--- config.mk ---
export PLATFORM = sky130hd
export DESIGN_NAME = adcpp_port
export DESIGN_NICKNAME = d
export VERILOG_FILES = /design/src/adcpp_pkg.sv /design/src/adcpp_sync.sv /design/src/adcpp_port.sv
export SDC_FILE = /design/constraint.sdc
export NUM_CORES = 1
export LEC_CHECK = 0
export BUFFER_PORTS_ARGS = -buffer_cell sky130_fd_sc_hd__buf_2
export CORE_ASPECT_RATIO = 1.4
export CORE_MARGIN = 4
export CORE_UTILIZATION = 29
export DETAILED_ROUTE_END_ITERATION = 10
export PLACE_DENSITY_LB_ADDON = 0.12
export SETUP_SLACK_MARGIN = 0.05
export SLEW_MARGIN = 20
export SYNTH_ARGS = -nofsm -noshare
export SYNTH_HDL_FRONTEND = slang
export SYNTH_SLANG_ARGS = --single-unit
--- constraint.sdc ---
create_clock -name mclk_in -period 2.2 [get_ports mclk_in]
set_input_delay 0.11 -clock mclk_in [delete_from_list [all_inputs] [get_ports mclk_in]]
set_output_delay 0.11 -clock mclk_in [all_outputs]
set_load 0.1 [all_outputs]
--- src/adcpp_pkg.sv ---
// Constants and types for the parallel host port and power-mode control.
// Assumes one 10 MHz clock and host pins that are asynchronous to it.
package adcpp_pkg;

  // ****************************************
  // Widths and field positions
  // ****************************************
  localparam int RES_W = 12;
  localparam int BYTE_W = 8;
  localparam int CHAN_W = 2;
  localparam int HBE_POS = 8;
  localparam int PM_HI_POS = 11;
  localparam int PM_LO_POS = 10;
  localparam int SYNC_W = RES_W + 6;

  // ****************************************
  // Reset values and timing counts
  // ****************************************
  localparam logic [RES_W-1:0] CTRL_RST = 12'h000;
  localparam logic [RES_W-1:0] RESULT_RST = 12'h000;
  localparam logic [BYTE_W-1:0] LOW_BYTE_RST = 8'h00;
  localparam logic [3:0] CONV_EDGES = 4'hd;

  // ****************************************
  // Types
  // ****************************************
  typedef enum logic [1:0] {
    PM_NORMAL = 2'b00,
    PM_AUTO_SHDN = 2'b01,
    PM_AUTO_STBY = 2'b10,
    PM_FULL_SHDN = 2'b11
  } adcpp_pmode_t;

  typedef enum logic [1:0] {
    CV_IDLE = 2'b00,
    CV_RUN = 2'b01,
    CV_DONE = 2'b10
  } adcpp_conv_t;

endpackage

--- src/adcpp_sync.sv ---
// Two-stage synchroniser bank for the host pins and conversion clock.
// Assumes the clock enable freezes it along with the rest of the block.
`timescale 1ns/1ns
module adcpp_sync #(
  parameter int W = 1
) (
  input wire logic mclk_in,
  input wire logic rstn_in,
  input wire logic ce_in,
  input wire logic [W-1:0] rst_val_in,
  input wire logic [W-1:0] async_in,
  output logic [W-1:0] sync_out
);

  // ****************************************
  // Metastability stages
  // ****************************************
  logic [W-1:0] meta_q;
  logic [W-1:0] stab_q;

  // Reset value is a constant at every instance
  always_ff @(posedge mclk_in) begin
    if (!rstn_in) begin
      meta_q <= rst_val_in;
      stab_q <= rst_val_in;
    end else if (ce_in) begin
      meta_q <= async_in;
      stab_q <= meta_q;
    end
  end

  assign sync_out = stab_q;

endmodule

--- src/adcpp_port.sv ---
// Parallel host port and power-mode control of a 12-bit converter.
// Assumes host pins are asynchronous and result/channel come on mclk_in.
`timescale 1ns/1ns
module adcpp_port
  import adcpp_pkg::*;
(
  input wire logic mclk_in,
  input wire logic rstn_in,
  input wire logic ce_in,
  input wire logic cs_n_in,
  input wire logic rd_n_in,
  input wire logic wr_n_in,
  input wire logic word_mode_in,
  input wire logic convert_start_n_in,
  input wire logic conversion_clock_in,
  input wire logic [RES_W-1:0] db_in,
  input wire logic [RES_W-1:0] conv_result_in,
  input wire logic [CHAN_W-1:0] chan_id_in,
  output logic [RES_W-1:0] db_out,
  output logic [RES_W-1:0] db_oe_out,
  output logic busy_out,
  output logic track_out,
  output logic core_powered_out,
  output logic ref_powered_out,
  output logic [1:0] power_mode_out,
  output logic [RES_W-1:0] ctrl_word_out
);

  // ****************************************
  // Pin synchronisers
  // ****************************************
  logic [SYNC_W-1:0] sync_s;
  logic [RES_W-1:0] db_s;
  logic cs_n_s;
  logic rd_n_s;
  logic wr_n_s;
  logic word_s;
  logic cnv_n_s;
  logic cclk_s;

  adcpp_sync #(
    .W(SYNC_W)
  ) u_sync (
    .mclk_in(mclk_in),
    .rstn_in(rstn_in),
    .ce_in(ce_in),
    .rst_val_in({6'h3e, 12'h000}),
    .async_in({cs_n_in, rd_n_in, wr_n_in, word_mode_in,
               convert_start_n_in, conversion_clock_in, db_in}),
    .sync_out(sync_s)
  );

  assign cs_n_s = sync_s[SYNC_W-1];
  assign rd_n_s = sync_s[SYNC_W-2];
  assign wr_n_s = sync_s[SYNC_W-3];
  assign word_s = sync_s[SYNC_W-4];
  assign cnv_n_s = sync_s[SYNC_W-5];
  assign cclk_s = sync_s[SYNC_W-6];
  assign db_s = sync_s[RES_W-1:0];

  // ****************************************
  // Strobes and edges
  // ****************************************
  logic rd_act;
  logic wr_act;
  logic wr_act_q;
  logic cnv_n_q;
  logic cclk_q;
  logic wr_rise;
  logic cnv_fall;
  logic cnv_rise;
  logic cclk_rise;
  logic hbe_s;

  // select and read gated as levels
  assign rd_act = !cs_n_s && !rd_n_s;
  assign wr_act = !cs_n_s && !wr_n_s;
  assign hbe_s = db_s[HBE_POS];

  // Reset to the synchronised idle levels so no edge is seen out of reset
  always_ff @(posedge mclk_in) begin
    if (!rstn_in) begin
      wr_act_q <= 1'b0;
      cnv_n_q <= 1'b1;
      cclk_q <= 1'b0;
    end else if (ce_in) begin
      wr_act_q <= wr_act;
      cnv_n_q <= cnv_n_s;
      cclk_q <= cclk_s;
    end
  end

  assign wr_rise = wr_act_q && !wr_act;
  assign cnv_fall = cnv_n_q && !cnv_n_s;
  assign cnv_rise = !cnv_n_q && cnv_n_s;
  assign cclk_rise = !cclk_q && cclk_s;

  // ****************************************
  // Control register
  // ****************************************
  logic [RES_W-1:0] ctrl_q;
  logic [BYTE_W-1:0] low_byte_q;
  logic ctrl_load;
  logic [RES_W-1:0] ctrl_d;
  adcpp_pmode_t pmode;
  adcpp_pmode_t new_pmode;

  // two power bits pick the mode
  function automatic adcpp_pmode_t pm_decode(input logic [RES_W-1:0] w);
    pm_decode = adcpp_pmode_t'({w[PM_HI_POS], w[PM_LO_POS]});
  endfunction

  always_comb begin
    ctrl_load = 1'b0;
    ctrl_d = ctrl_q;
    if (wr_rise && word_s) begin
      ctrl_load = 1'b1;
      ctrl_d = db_s;
    end else if (wr_rise && hbe_s) begin
      // upper four bits join low byte
      // Host keeps bits 7..4 zero, so they are dropped
      ctrl_load = 1'b1;
      ctrl_d = {db_s[3:0], low_byte_q};
    end
  end

  assign pmode = pm_decode(ctrl_q);
  assign new_pmode = pm_decode(ctrl_d);

  // low byte is parked until high byte
  always_ff @(posedge mclk_in) begin
    if (!rstn_in) begin
      low_byte_q <= LOW_BYTE_RST;
    end else if (ce_in) begin
      if (wr_rise && !word_s && !hbe_s) begin
        low_byte_q <= db_s[BYTE_W-1:0];
      end
    end
  end

  // reset leaves control word in normal
  always_ff @(posedge mclk_in) begin
    if (!rstn_in) begin
      ctrl_q <= CTRL_RST;
    end else if (ce_in) begin
      if (ctrl_load) begin
        ctrl_q <= ctrl_d;
      end
    end
  end

  // ****************************************
  // Conversion sequencer
  // ****************************************
  adcpp_conv_t cv_q;
  logic [3:0] edge_cnt_q;
  logic [RES_W-1:0] result_q;
  logic [CHAN_W-1:0] chan_q;
  logic busy_q;
  logic conv_start;
  logic res_load;

  // Full shutdown ignores convert-start entirely
  assign conv_start = cnv_fall && (cv_q == CV_IDLE) &&
                      (pmode != PM_FULL_SHDN);
  assign res_load = (cv_q == CV_RUN) && cclk_rise &&
                    (edge_cnt_q == CONV_EDGES - 4'h1);

  // start on fall, finish on edge count
  always_ff @(posedge mclk_in) begin
    if (!rstn_in) begin
      cv_q <= CV_IDLE;
      edge_cnt_q <= 4'h0;
    end else if (ce_in) begin
      case (cv_q)
        CV_IDLE: begin
          edge_cnt_q <= 4'h0;
          if (conv_start) begin
            cv_q <= CV_RUN;
          end
        end
        CV_RUN: begin
          if (res_load) begin
            cv_q <= CV_DONE;
          end else if (cclk_rise) begin
            edge_cnt_q <= edge_cnt_q + 4'h1;
          end
        end
        CV_DONE: begin
          cv_q <= CV_IDLE;
        end
        default: begin
          cv_q <= CV_IDLE;
        end
      endcase
    end
  end

  // result lands one cycle before busy drops
  always_ff @(posedge mclk_in) begin
    if (!rstn_in) begin
      result_q <= RESULT_RST;
      chan_q <= '0;
    end else if (ce_in) begin
      if (res_load) begin
        result_q <= conv_result_in;
        chan_q <= chan_id_in;
      end
    end
  end

  always_ff @(posedge mclk_in) begin
    if (!rstn_in) begin
      busy_q <= 1'b0;
    end else if (ce_in) begin
      if (conv_start) begin
        busy_q <= 1'b1;
      end else if (cv_q == CV_DONE) begin
        busy_q <= 1'b0;
      end
    end
  end

  // ****************************************
  // Power and track-and-hold control
  // ****************************************
  logic core_pwr_q;
  logic ref_pwr_q;
  logic track_q;

  // Writes entering or leaving full shutdown win over convert-start events in the same cycle
  always_ff @(posedge mclk_in) begin
    if (!rstn_in) begin
      core_pwr_q <= 1'b1;
      ref_pwr_q <= 1'b1;
      track_q <= 1'b0;
    end else if (ce_in) begin
      if (ctrl_load && new_pmode == PM_FULL_SHDN) begin
        // power down on the write edge
        core_pwr_q <= 1'b0;
        ref_pwr_q <= 1'b0;
        track_q <= 1'b0;
      end else if (ctrl_load && pmode == PM_FULL_SHDN) begin
        // leaving shutdown powers up and tracks
        core_pwr_q <= 1'b1;
        ref_pwr_q <= 1'b1;
        track_q <= 1'b1;
      end else if (res_load) begin
        case (pmode)
          PM_AUTO_SHDN: begin
            core_pwr_q <= 1'b0;
            ref_pwr_q <= 1'b0;
            track_q <= 1'b0;
          end
          PM_AUTO_STBY: begin
            core_pwr_q <= 1'b0;
            track_q <= 1'b0;
          end
          default: begin
            track_q <= 1'b1;
          end
        endcase
      end else if (conv_start) begin
        track_q <= 1'b0;
      end else if (cnv_rise && pmode != PM_FULL_SHDN) begin
        core_pwr_q <= 1'b1;
        ref_pwr_q <= 1'b1;
        track_q <= 1'b1;
      end
    end
  end

  // ****************************************
  // Read data path
  // ****************************************
  logic [RES_W-1:0] db_q;
  logic [RES_W-1:0] rd_res;
  logic [CHAN_W-1:0] rd_chan;

  // fresh result bypasses its register, bus leads busy
  assign rd_res = res_load ? conv_result_in : result_q;
  assign rd_chan = res_load ? chan_id_in : chan_q;

  // Registered every cycle, so data trails the strobe by one edge
  always_ff @(posedge mclk_in) begin
    if (!rstn_in) begin
      db_q <= '0;
    end else if (ce_in) begin
      if (word_s) begin
        // full word, pin 8 is data
        db_q <= rd_res;
      end else if (hbe_s) begin
        db_q <= {4'h0, 2'b00, rd_chan, rd_res[RES_W-1:BYTE_W]};
      end else begin
        db_q <= {4'h0, rd_res[BYTE_W-1:0]};
      end
    end
  end

  // byte mode leaves pins 11..8 as inputs
  // drive only while both strobes low
  assign db_oe_out = !rd_act ? 12'h000 :
                     (word_s ? 12'hfff : 12'h0ff);
  assign db_out = db_q;

  assign busy_out = busy_q;
  assign track_out = track_q;
  assign core_powered_out = core_pwr_q;
  assign ref_powered_out = ref_pwr_q;
  assign power_mode_out = pmode;
  assign ctrl_word_out = ctrl_q;

  // ****************************************
  // Assertions
  // ****************************************
  a_word_read_data: assert property (
    @(posedge mclk_in) disable iff (!rstn_in || !ce_in)
    rd_act && word_s && !res_load |=> db_out == $past(result_q))
    else $error("word read data wrong");

  a_low_byte_data: assert property (
    @(posedge mclk_in) disable iff (!rstn_in || !ce_in)
    rd_act && !word_s && !hbe_s && !res_load
    |=> db_out[7:0] == $past(result_q[7:0]) && db_oe_out[8] == 1'b0)
    else $error("low byte data wrong");

  a_high_byte_data: assert property (
    @(posedge mclk_in) disable iff (!rstn_in || !ce_in)
    rd_act && !word_s && hbe_s && !res_load
    |=> db_out[7:0] == {2'b00, $past(chan_q), $past(result_q[11:8])})
    else $error("high byte data wrong");

  a_bus_release: assert property (
    @(posedge mclk_in) disable iff (!rstn_in)
    (db_oe_out != 12'h000) == rd_act)
    else $error("bus driven outside read");

  a_result_before_busy: assert property (
    @(posedge mclk_in) disable iff (!rstn_in || !ce_in)
    $fell(busy_q) |-> $past(res_load, 2))
    else $error("busy fell before result");

  a_word_write_load: assert property (
    @(posedge mclk_in) disable iff (!rstn_in || !ce_in)
    wr_rise && word_s |=> ctrl_q == $past(db_s))
    else $error("word write not loaded");

  a_low_byte_parked: assert property (
    @(posedge mclk_in) disable iff (!rstn_in || !ce_in)
    wr_rise && !word_s && !hbe_s |=> $stable(ctrl_q))
    else $error("low byte applied early");

  a_full_shdn_entry: assert property (
    @(posedge mclk_in) disable iff (!rstn_in || !ce_in)
    ctrl_load && new_pmode == PM_FULL_SHDN
    |=> !core_pwr_q && !ref_pwr_q && !track_q)
    else $error("full shutdown not entered");

  a_auto_shdn_off: assert property (
    @(posedge mclk_in) disable iff (!rstn_in || !ce_in)
    res_load && pmode == PM_AUTO_SHDN && !ctrl_load
    |=> !core_pwr_q && !ref_pwr_q ##1 busy_q == 1'b0)
    else $error("autoshutdown did not power off");

  a_conv_busy: assert property (
    @(posedge mclk_in) disable iff (!rstn_in || !ce_in)
    conv_start |=> busy_q && !track_q)
    else $error("busy not raised on start");

  a_reset_normal: assert property (
    @(posedge mclk_in)
    !rstn_in |=> pmode == PM_NORMAL && core_pwr_q && !track_q)
    else $error("reset not in normal mode");

endmodule

After elaboration in Yosys (flattened, before gate mapping):

Index checks and enable logic that the tools add are counted.

* bits in registers: 95
* input bits: 35
* output and inout bits: 42
* logic and storage cells: 108

* $add $sub $neg: 1
* eq/ne operators: 15
* mux-type cells: 33
* reductions and logical operators: 42

Operators with widths (number)
* 2-to-1 mux 12 bit: 6
* 2-to-1 mux 1 bit: 19
* logical AND 1 bit: 17
* AND reduction 4 bit: 3
* inequality test 2 bit, second input constant: 5
* logical NOT 1 bit: 9
* equality test 2 bit, second input constant: 4
* 2-to-1 mux 4 bit: 2
* 2-to-1 mux 8 bit: 1
* inequality test 4 x 1 -> 1 bit, second input constant: 2
* case mux 4 bit (2 select lines): 1
* AND reduction 2 bit: 4
* 2-to-1 mux 2 bit: 3
* AND reduction 3 bit: 2
* nonzero test 2 bit: 3
* nonzero test 5 bit: 1
* adder 4 x 1 -> 4 bit, second input constant: 1
* equality test 2 x 1 -> 1 bit, second input constant: 2
* equality test 4 bit, second input constant: 1
* inequality test 4 x 2 -> 1 bit, second input constant: 1
* case mux 2 bit (2 select lines): 1
* nonzero test 4 bit: 1
* logical NOT 2 bit: 1
* OR reduction 2 bit: 1

Depth between registers and ports, before layout:

Gate-level depths: netlist of run 1.

* depth in word-level cells: 11
* depth in mapped cells: 8
* depth with buffers taken out: 6

By module:

From an unflattened synthesis of run 1, not the netlist that was laid out.

* cell total of the unflattened synthesis: 451
* area total of the unflattened synthesis: 4639.4 um2

Modules (own cells, without submodules)
* adcpp_port: times used 1, cells each 374, area each 2966.6 um2, sequential area each 1181.1 um2
* adcpp_sync: times used 1, cells each 77, area each 1672.9 um2, sequential area each 1081.0 um2

Least setup slack after synthesis of run 1:

OpenSTA, ideal clock, no wires.

* path type: reg-to-output
* from: reg u_sync.stab_q[14], in the netlist u_sync.sync_out[14]
* to: out db_oe_out[10]
* data arrival time: 2.148 ns
* required time: 2.090 ns
* slack: -0.058 ns
* stages on the path, launching flop included: 5
* path buffers: 3
* cell sequence: dfxtp_1 clkbuf_1 clkbuf_1 and2_1 buf_4

* longest elaborated chain between the ends: 2

Ends and longest elaborated chain
* start, declared: RTL line adcpp_sync.sv:19 `logic [W-1:0] stab_q;`
* start signal, assigned: RTL line adcpp_sync.sv:25 `stab_q <= rst_val_in;`
* start signal, assigned: RTL line adcpp_sync.sv:28 `stab_q <= meta_q;`
* 2-to-1 mux 12 bit: RTL line adcpp_port.sv:303 `(word_s ? 12'hfff : 12'h0ff);`
* 2-to-1 mux 12 bit: RTL line adcpp_port.sv:302 `assign db_oe_out = !rd_act ? 12'h000 :`
* end, declared: RTL line adcpp_port.sv:20 `output logic [RES_W-1:0] db_oe_out,`

Every way passes these cells.

Worst setup path in the final report of run 1:

* from: reg edge_cnt_q[0]
* to: reg edge_cnt_q[3]

* longest elaborated chain between the ends: 4
* elaborated cells between the ends (all ways): 8
* classes of those cells: add/sub: 1; eq/ne: 2; mux: 3; reduce/logical: 2

Ends and longest elaborated chain
* start, declared: RTL line adcpp_port.sv:156 `logic [3:0] edge_cnt_q;`
* start signal, assigned: RTL line adcpp_port.sv:186 `edge_cnt_q <= edge_cnt_q + 4'h1;`
* adder 4 x 1 -> 4 bit or equality test 4 bit (tied branches): RTL line adcpp_port.sv:186, adcpp_port.sv:167
* 2-to-1 mux 4 bit or logical AND 1 bit (tied branches): RTL line adcpp_port.sv:185, adcpp_port.sv:166
* 2-to-1 mux 4 bit or inequality test 2 bit (tied branches)
* case mux 4 bit (2 select lines) or AND reduction 4 bit (tied branches)

Several ways; a longest one is shown, not always the timed one. The select of a mux whose other input is x is not followed.
A chain may end at the register's enable or synchronous reset.

==> flow_metrics.py, run 1 <==
metrics = {
    "grt": {
        "grt_use_total_pct": 13.6,
        "grt_first_pass_wirelength_mm": 17.5,
        "grt_antenna_before_repair": 0,
        "grt_overflow": 0,
        "grt_pass1_vias": 3450,
        "grt_max_degree": 49,
    },
    "power": {
        "p_int_mw": 2.66,
        "p_leak_nw": 2.15,
        "power_density_nw_per_um2": 695,
        "ir_drop_uv": 349,
        "p_switching_mw": 0.914,
        "seq_power_share_pct": 50.0,
        "p_total_mw": 3.57,
        "clockPowerShare_pct": 42.7,
        "swShare_pct": 25.6,
        "combPwrFrac_pct": 7.3,
    },
    "clock_network": {
        "cts_root_buf": "clkbuf_16",
        "htreeDepth": 3,
        "cts_sinks": 95,
        "cts_buffers": 9,
        "clockBufferDepth": 2,
        "path_clk_slew_ps": 70,
        "cts_tree": "yes",
        "cts_setup_buffers": 0,
        "insertion_delay_ps": 340,
    },
    "timing": {
        "fin_tns_setup_ps": 0,
        "rsz0062_at_grt": "no",
        "fin_skew_ps": 7.15,
        "min_period_over_period_pct": 91.4,
        "finalHoldViolCount": 0,
        "drv_slew": 0,
        "worstMarginPinSlew_ps": 753,
        "setup_viol_count_final": 0,
        "final.min_clock_period_ps": 2010,
        "fmax_ghz": 0.497,
        "slew_headroom_pct": 49.7,
    },
    "cells_and_area": {
        "area_growth_pct": 22.6,
        "finalInstanceArea_sq_um": 5140,
        "final_nets": 593,
        "antennaDiodeCount": 0,
        "n_fill_cell": 1493,
        "final_layout_size_suffix_gt1_share_pct": 20.9,
        "final_cell_mix": "95 x dfxtp_1, 76 x buf_2, 73 x nand2_1",
        "instances_no_fill": 744,
        "post-route-util_pct": 36.6,
        "multi_input_area_sq_um": 2000,
        "regArea_sq_um": 1900,
        "final_common_cell": "dfxtp_1",
    },
    "die": {
        "dieArea_sq_um": 16500,
        "die_h_microns": 150,
        "io_pins": 77,
        "fp.dieW_microns": 110,
        "start_util_pct": 29.8,
        "num_rows": 51,
        "core_sq_um": 14000,
    },
    "routing": {
        "routedWlPerCell_microns": 14.6,
        "postRouteAntennaNets": 0,
        "drt-initial-drc-count": 122,
        "routed_wl_mm": 10.8,
        "drc_errors": 0,
        "vias": 3538,
        "viasPerCell": 4.76,
        "drt_pass1_iterations": 4,
    },
    "logic_synthesis": {
        "ys_ff_latch": 95,
        "synth_ff_type": "dfxtp_1",
        "ys_seq_area_share_pct": 45.4,
        "syn_area_sq_um": 4190,
        "synth.distinct_cells": 44,
        "synth_area_leaders": "dfxtp_1 45%, mux2i_1 11%, nand2_1 6.5%",
        "yosys.area.top_type": "dfxtp_1",
        "post_synth_inst_count": 482,
        "synth_edf_count": 0,
        "synthArstFlopShare_pct": 0,
        "syn_nets": 521,
        "yosysTopAreaCellShare_pct": 45.4,
        "yosysWarnings": 0,
        "syn_area_per_cell_sq_um": 8.69,
    },
    "setup_path": {
        "cp.arrival_ps": 2270,
        "critPathTopFamily": "simple AND/OR/NAND/NOR gates",
        "regToRegEndpoint": "edge_cnt_q[3]",
        "worstReg2RegStart": "edge_cnt_q[0]",
        "r2r_slack_ps": 190,
        "slowest_delay_ps": 480,
        "cp_num_cells": 6,
        "crit_path_end": "edge_cnt_q[3]",
        "crit_start": "edge_cnt_q[0]",
        "cp-end-kind": "flip-flop",
        "critical-path-slowest-cell": "or4_1",
        "cp_num_buf_inv": 1,
        "required_ps": 2460,
        "path_max_fanout": 9,
        "cp_cell_sequence": "inv_1 > ha_1 > and3_1 > o21a_4 > or4_1 > a211oi_1",
        "path_class": "flip-flop to flip-flop",
        "cp-start-kind": "flip-flop",
        "rr_worst_depth": 6,
    },
    "placement": {
        "dp_cells": 715,
        "gp_congestion": 0.818,
        "post-dp-hpwl_mm": 8.09,
        "portBuffers": 76,
        "dpl-instance-area_sq_um": 4720,
    },
    "flow_run": {
        "maxCapViolCount": 0,
    },
    "hold_path": {
        "holdCritPathClass": "input pin to flip-flop",
    },
    "status": {
        "status": "finished clean",
    },
}
==> through the flow <==
step	setup WS, ps	hold WS [ps]
after CTS	198	3.75
after global placement	301	331
after floorplan	69.0	238
after global routing	112	10.0
final	190	11.0
after detailed placement	195	331
==> worst reg2reg max path, stage by stage, from the launching register on <==
cell,delay [ps]
dfxtp_1,370
inv_1,70
ha_1,210
and3_1,300
o21a_4,280
or4_1,480
a211oi_1,220
==> synth_stat cells (2+ instances only) <==
| library cell | count |
|---|---|
| ha_1 | 4 |
| a22oi_1 | 8 |
| nand2_1 | 73 |
| mux2i_1 | 46 |
| o211ai_1 | 5 |
| o21a_1 | 8 |
| buf_1 | 7 |
| a311oi_1 | 10 |
| and3b_1 | 7 |
| buf_2 | 7 |
| clkbuf_1 | 20 |
| nand4_1 | 2 |
| dfxtp_1 | 95 |
| nor2b_1 | 9 |
| nand2b_1 | 4 |
| nor3b_1 | 2 |
| o21ai_0 | 12 |
| nor2_1 | 46 |
| o31ai_1 | 2 |
| a21oi_1 | 42 |
| or3_1 | 11 |
| buf_4 | 13 |
| a2111oi_0 | 6 |
| inv_1 | 10 |
| nor3_1 | 2 |
| a211oi_1 | 3 |
| nand3_1 | 9 |
| or4_1 | 3 |
==> sequential cells by signal, indices dropped and copies added, names as in the netlist, 2 cells and up <==
signal and cells:
chan_q 2, ctrl_word_out 12, cv_q 2, db_out 12
edge_cnt_q 4, low_byte_q 8, result_q 12, u_sync.meta_q 18
u_sync.sync_out 18
==> metal layers <==
metal,global-route usage [%],up-vias,share of wire (%)
li1,-,1804,-
met1,16.3,1638,43
met2,23.1,80,50
met3,3.43,16,5.3
met4,5.24,0,2.0
met5,0,-,0
==> how the worst min path moves through the flow <==
stage | end | depth (start not counted) | slack (ps) | start
2_1_floorplan | u_sync.meta_q[13] | 2 | 240 | convert_start_n_in
3_5_place_dp | u_sync.meta_q[14] | 3 | 330 | word_mode_in
5_1_grt | u_sync.meta_q[3] | 3 | 10 | db_in[3]
6_report | u_sync.meta_q[5] | 3 | 10 | db_in[5]
3_3_place_gp | u_sync.meta_q[17] | 3 | 330 | cs_n_in
4_1_cts | u_sync.meta_q[3] | 3 | 4 | db_in[3]
==> layout make-up <==
cell class / instances / area share, %
timing repair buffer: 109 / 13.1
sequential: 95 / 37.0
multi-input combinational: 328 / 39.0
clock buffer: 9 / 4.38
inverter: 11 / 0.804
clock inverter: 7 / 1.22
tap: 185 / 4.51
==> power groups by stage <==
stage	Clock [mW]	Sequential, mW	Combinational (mW)
3_3_place_gp	0	1.83	0.244
6_report	1.52	1.79	0.260
5_1_grt	1.65	1.79	0.286
4_1_cts	1.59	1.79	0.265
3_5_place_dp	0	1.83	0.247
2_1_floorplan	0	1.85	0.135
==> kinds of logic after synthesis <==
family,Yosys count,synth area share (%)
compound gates,100,15.4
simple gates,178,20.2
buf+inv,59,6.84
flops,95,45.4
mux,46,11.0
fa+ha+maj,4,1.19
==> repair_timing <==
action | 4_1_cts | 5_1_grt
hold endpoints to repair | 13 | 0
hold buffers | 13 | 0
gates resized for setup | 0 | 0
No activity file was read; power rests on OpenSTA's default activity.
==> inputs of run 2 (changes only) <==
SYNTH_HIERARCHICAL = 1   (was not set)
==> flow_metrics.py, run 2 <==
metrics = {
    "setup_path": {
        "worstReg2RegStart": "edge_cnt_q[0]",
        "cp-end-kind": "flip-flop",
        "cp.arrival_ps": 2190,
        "path_class": "flip-flop to flip-flop",
        "r2r_slack_ps": 270,
        "cp-start-kind": "flip-flop",
        "crit_start": "edge_cnt_q[0]",
        "required_ps": 2460,
        "path_max_fanout": 8,
    },
    "clock_network": {
        "cts-resized-gates": 0,
        "cts_buffers": 9,
        "cts_setup_buffers": 0,
        "cts-hold-fix-buffers": 0,
        "cts_tree": "yes",
        "htreeDepth": 3,
        "cts_sinks": 95,
        "cts_root_buf": "clkbuf_16",
        "insertion_delay_ps": 340,
        "clockBufferDepth": 2,
        "path_clk_slew_ps": 70,
    },
    "logic_synthesis": {
        "synth-xor-area-share_pct": 0,
        "yosys.area_share.adder_pct": 1.08,
        "synth_edf_count": 36,
        "syn_area_sq_um": 4640,
        "synth_area_leaders": "dfxtp_1 25%, edfxtp_1 23%, mux2_4 9.4%",
        "ys_seq_area_share_pct": 48.8,
        "yosys.area.top_type": "dfxtp_1",
        "synth.distinct_cells": 46,
        "yosysMostFrequentCell": "nand2_1",
        "synthArstFlopShare_pct": 0,
        "synth_top_family_by_area": "simple AND/OR/NAND/NOR gates",
        "synth_compound_area_share_pct": 13.5,
        "syn_area_per_cell_sq_um": 10.3,
        "synth_common_cells": "70 x nand2_1, 59 x dfxtp_1, 38 x a21oi_1",
        "muxShareOfSynthArea_pct": 14.5,
        "yosysTopAreaCellShare_pct": 25.5,
        "synthSimpleGateAreaFrac_pct": 15.5,
        "yosysWarnings": 6,
        "post_synth_inst_count": 451,
        "ys_ff_latch": 95,
        "synth_ff_type": "dfxtp_1",
    },
    "cells_and_area": {
        "final_common_cell": "buf_2",
        "antennaDiodeCount": 0,
        "final_cell_mix": "76 x buf_2, 70 x nand2_1, 59 x dfxtp_1",
        "area_growth_pct": 20.1,
        "final_nets": 588,
        "post-route-util_pct": 35.6,
        "final_layout_size_suffix_gt1_share_pct": 27.4,
        "instances_no_fill": 750,
        "finalInstanceArea_sq_um": 5570,
    },
    "placement": {
        "gp_congestion": 0.745,
        "dp_cells": 734,
        "portBuffers": 76,
        "dpl-instance-area_sq_um": 5280,
        "pre_cts_slack_ps": 262,
        "post-dp-hpwl_mm": 7.70,
    },
    "timing": {
        "fin_skew_ps": 12.1,
        "worstMarginPinSlew_ps": 543,
        "rsz0062_at_grt": "no",
        "finalHoldViolCount": 0,
        "worst_slack_ps": 266,
        "whs_ps": 24.9,
        "drv_slew": 0,
        "min_period_over_period_pct": 87.9,
        "final.min_clock_period_ps": 1930,
        "fin_tns_setup_ps": 0,
        "fmax_ghz": 0.517,
        "slew_headroom_pct": 63.7,
        "setup_viol_count_final": 0,
    },
    "grt": {
        "grt_first_pass_wirelength_mm": 17.5,
        "grt_overflow": 0,
        "grt_antenna_before_repair": 0,
        "grt_pass1_vias": 3457,
        "grt_use_total_pct": 12.2,
        "grt_max_degree": 43,
    },
    "status": {
        "status": "finished clean",
    },
    "power": {
        "p_leak_nw": 2.35,
        "p_total_mw": 4.24,
        "power_density_nw_per_um2": 761,
        "ir_drop_uv": 469,
    },
    "routing": {
        "viasPerCell": 4.58,
        "vias": 3432,
        "routed_wl_mm": 10.6,
        "drc_errors": 0,
        "drt_pass1_iterations": 5,
        "drt-initial-drc-count": 177,
        "postRouteAntennaNets": 0,
        "routedWlPerCell_microns": 14.1,
    },
    "die": {
        "start_util_pct": 29.6,
        "core_sq_um": 15700,
        "fp.dieW_microns": 115,
        "io_pins": 77,
        "die_h_microns": 158,
        "num_rows": 54,
        "dieArea_sq_um": 18100,
    },
    "hold_path": {
        "holdCritPathClass": "input pin to flip-flop",
        "min-delay-start": "conv_result_in[7]",
    },
    "flow_run": {
        "maxCapViolCount": 0,
    },
}
-- run 2: final timing paths --
check                endpoint  cells past startpoint
max             edge_cnt_q[3]                      6
max reg2reg     edge_cnt_q[3]                      6
min               result_q[7]                      3
min reg2reg  ctrl_word_out[6]                      2
-- run 2: metal layers --
layer | GRT usage (%) | up-vias | routed length (microns) | part of all wire, %
li1 | - | 1762 | - | -
met1 | 14.6 | 1581 | 4700 | 44
met2 | 21.4 | 79 | 5250 | 50
met3 | 2.45 | 10 | 489 | 4.6
met4 | 4.42 | 0 | 156 | 1.5
met5 | 0 | - | 0 | 0
-- run 2: final cells by class --
| class | count | area [sq um] |
|---|---|---|
| Fill cell | 1594 | 10100 |
| Sequential cell | 95 | 2260 |
| Multi-Input combinational cell | 342 | 2210 |
| Timing Repair Buffer | 93 | 533 |
| Tap cell | 196 | 245 |
| Clock buffer | 10 | 229 |
| Clock inverter | 6 | 66.3 |
| Inverter | 8 | 30.0 |
-- run 2: cell families (layout without fill, tap and decap cells) --
family | after synthesis | after routing
adder cells (fa/ha/maj) | 4 | 4
AND/OR/NAND/NOR | 150 | 150
AO/OA/AOI/OAI | 100 | 100
buffers and inverters | 48 | 117
flip-flops | 95 | 95
multiplexers | 52 | 52
other | 2 | 36
-- run 2: critical path: stages (launching register included) --
cell and delay, ps:
dfxtp_1 370, inv_1 70, ha_1 200, and3_1 270
o21a_4 250, or4_1 460, a211oi_1 230
-- run 2: power by group --
part | total, mW | switching, mW | internal (mW)
clock | 1.56 | 0.673 | 0.888
sequential | 1.99 | 0.0578 | 1.93
combinational | 0.687 | 0.472 | 0.215
==> inputs of run 3 (changes only) <==
clock period = 2.1 ns   (was 2.2 ns; I/O delays follow)
==> flow_metrics.py, run 3 (same netlist as run 2, synthesis figures left out) <==
metrics = {
    "status": {
        "status": "finished clean",
    },
    "setup_path": {
        "cp-end-kind": "flip-flop",
        "required_ps": 2360,
        "path_max_fanout": 8,
        "cp.arrival_ps": 2200,
        "slowest_delay_ps": 460,
        "path_class": "flip-flop to flip-flop",
        "critical-path-slowest-cell": "or4_1",
        "cp-start-kind": "flip-flop",
        "cp_cell_sequence": "inv_1 > ha_1 > and3_1 > o21a_4 > or4_1 > a211oi_1",
    },
    "routing": {
        "viasPerCell": 4.55,
        "drt-initial-drc-count": 109,
        "routedWlPerCell_microns": 13.9,
        "routed_wl_mm": 10.5,
        "drt_pass1_iterations": 4,
        "vias": 3437,
        "drc_errors": 0,
        "postRouteAntennaNets": 0,
    },
    "timing": {
        "min_period_over_period_pct": 92.4,
        "final.min_clock_period_ps": 1940,
        "fin_tns_setup_ps": 0,
        "setup_viol_count_final": 0,
        "worst_slack_ps": 160,
        "whs_ps": 20.8,
        "slew_headroom_pct": 57.3,
        "drv_slew": 0,
        "fmax_ghz": 0.515,
        "finalHoldViolCount": 0,
        "fin_skew_ps": 8.48,
        "rsz0062_at_grt": "no",
        "worstMarginPinSlew_ps": 638,
    },
    "power": {
        "clockPowerShare_pct": 36.9,
        "p_leak_nw": 2.36,
        "seq_power_share_pct": 46.7,
        "p_int_mw": 3.18,
        "combPwrFrac_pct": 16.4,
        "power_density_nw_per_um2": 793,
        "ir_drop_uv": 348,
        "swShare_pct": 28.3,
        "p_switching_mw": 1.26,
    },
    "placement": {
        "dpl-instance-area_sq_um": 5290,
        "gp_congestion": 0.756,
        "pre_cts_slack_ps": 151,
        "portBuffers": 76,
        "post-dp-hpwl_mm": 7.62,
        "dp_cells": 737,
    },
    "grt": {
        "grt_overflow": 0,
        "grt_antenna_before_repair": 0,
        "grt_pass1_vias": 3508,
        "grt_max_degree": 37,
        "grt_first_pass_wirelength_mm": 17.4,
        "grt_use_total_pct": 12.1,
    },
    "cells_and_area": {
        "instances_no_fill": 755,
        "multi_input_area_sq_um": 2200,
        "regArea_sq_um": 2260,
        "finalInstanceArea_sq_um": 5610,
        "final_cell_mix": "76 x buf_2, 70 x nand2_1, 57 x dfxtp_1",
        "antennaDiodeCount": 0,
        "final_layout_size_suffix_gt1_share_pct": 27.9,
        "final_nets": 593,
        "n_fill_cell": 1619,
        "final_common_cell": "buf_2",
        "area_growth_pct": 20.8,
    },
    "clock_network": {
        "cts_tree": "yes",
        "cts_buffers": 9,
        "clockBufferDepth": 2,
        "insertion_delay_ps": 340,
        "cts_sinks": 95,
        "htreeDepth": 3,
        "cts_root_buf": "clkbuf_16",
        "path_clk_slew_ps": 70,
    },
    "hold_path": {
        "holdCritPathClass": "input pin to flip-flop",
    },
    "die": {
        "fp.dieW_microns": 115,
        "start_util_pct": 29.6,
        "num_rows": 54,
        "die_h_microns": 158,
        "core_sq_um": 15700,
        "io_pins": 77,
        "dieArea_sq_um": 18100,
    },
    "flow_run": {
        "maxCapViolCount": 0,
    },
}
run 3: changes by cell type in the layout (fill, tap and decap cells not counted):
cell           previous run  this run
clkinv_2                  2         1
nand2b_1                  4         5
buf_12                    2         1
dlygate4sd3_1             0         2
dfxtp_2                   0         2
nand2b_2                  1         0
clkinvlp_4                0         1
buf_4                    15        19
dfxtp_1                  59        57
run 3: path summary, 6_finish.rpt:
path                  from            end  slack, ps  cells past startpoint
max          edge_cnt_q[0]  edge_cnt_q[3]        160                      6
min          chan_id_in[0]      chan_q[0]         20                      3
max reg2reg  edge_cnt_q[0]  edge_cnt_q[3]        160                      6
min reg2reg    result_q[2]    result_q[2]        460                      2
run 3: power by group through the flow:
| stage | Sequential [mW] | Clock (mW) | Combinational, mW |
|---|---|---|---|
| 2_1_floorplan | 2.18 | 0 | 0.533 |
| 3_3_place_gp | 2.11 | 0 | 0.728 |
| 3_5_place_dp | 2.12 | 0 | 0.733 |
| 4_1_cts | 2.07 | 1.71 | 0.738 |
| 5_1_grt | 2.09 | 1.77 | 0.784 |
| 6_report | 2.07 | 1.64 | 0.729 |
run 3: stage by stage:
| step | total power [mW] | utilization (%) |
|---|---|---|
| 2_1_floorplan | 2.72 | - |
| 6_report | 4.44 | 35.8 |
| 5_1_grt | 4.64 | 35.8 |
| 3_3_place_gp | 2.84 | 33.7 |
| 3_5_place_dp | 2.85 | 33.7 |
| 4_1_cts | 4.52 | 35.8 |
run 3: per-layer routing:
metal,global-route usage (%),vias up,part of all wire [%]
met3,2.52,7,4.5
met4,4.36,0,1.3
met2,22.0,71,51
li1,-,1768,-
met5,0,-,0
met1,13.9,1591,44
run 3: area by class of cell:
cell class	count	share of cell area [%]
sequential	95	40.4
multi-input combinational	342	39.3
timing repair buffer	98	10.0
tap	196	4.37
clock buffer	10	4.08
clock inverter	6	1.23
inverter	8	0.536
run 3: timing repair:
item                      4_1_cts  5_1_grt
hold endpoints to repair        2        0
resized for setup               0        0
hold buffers                    2        0
setup buffers                   0        0
run 3: critical path, delay by kind of cell, from the launching register on:
kind | cells | cell delay [ps]
flops | 1 | 370
simple gates | 2 | 730
buf+inv | 1 | 80
compound gates | 2 | 470
fa+ha+maj | 1 | 210
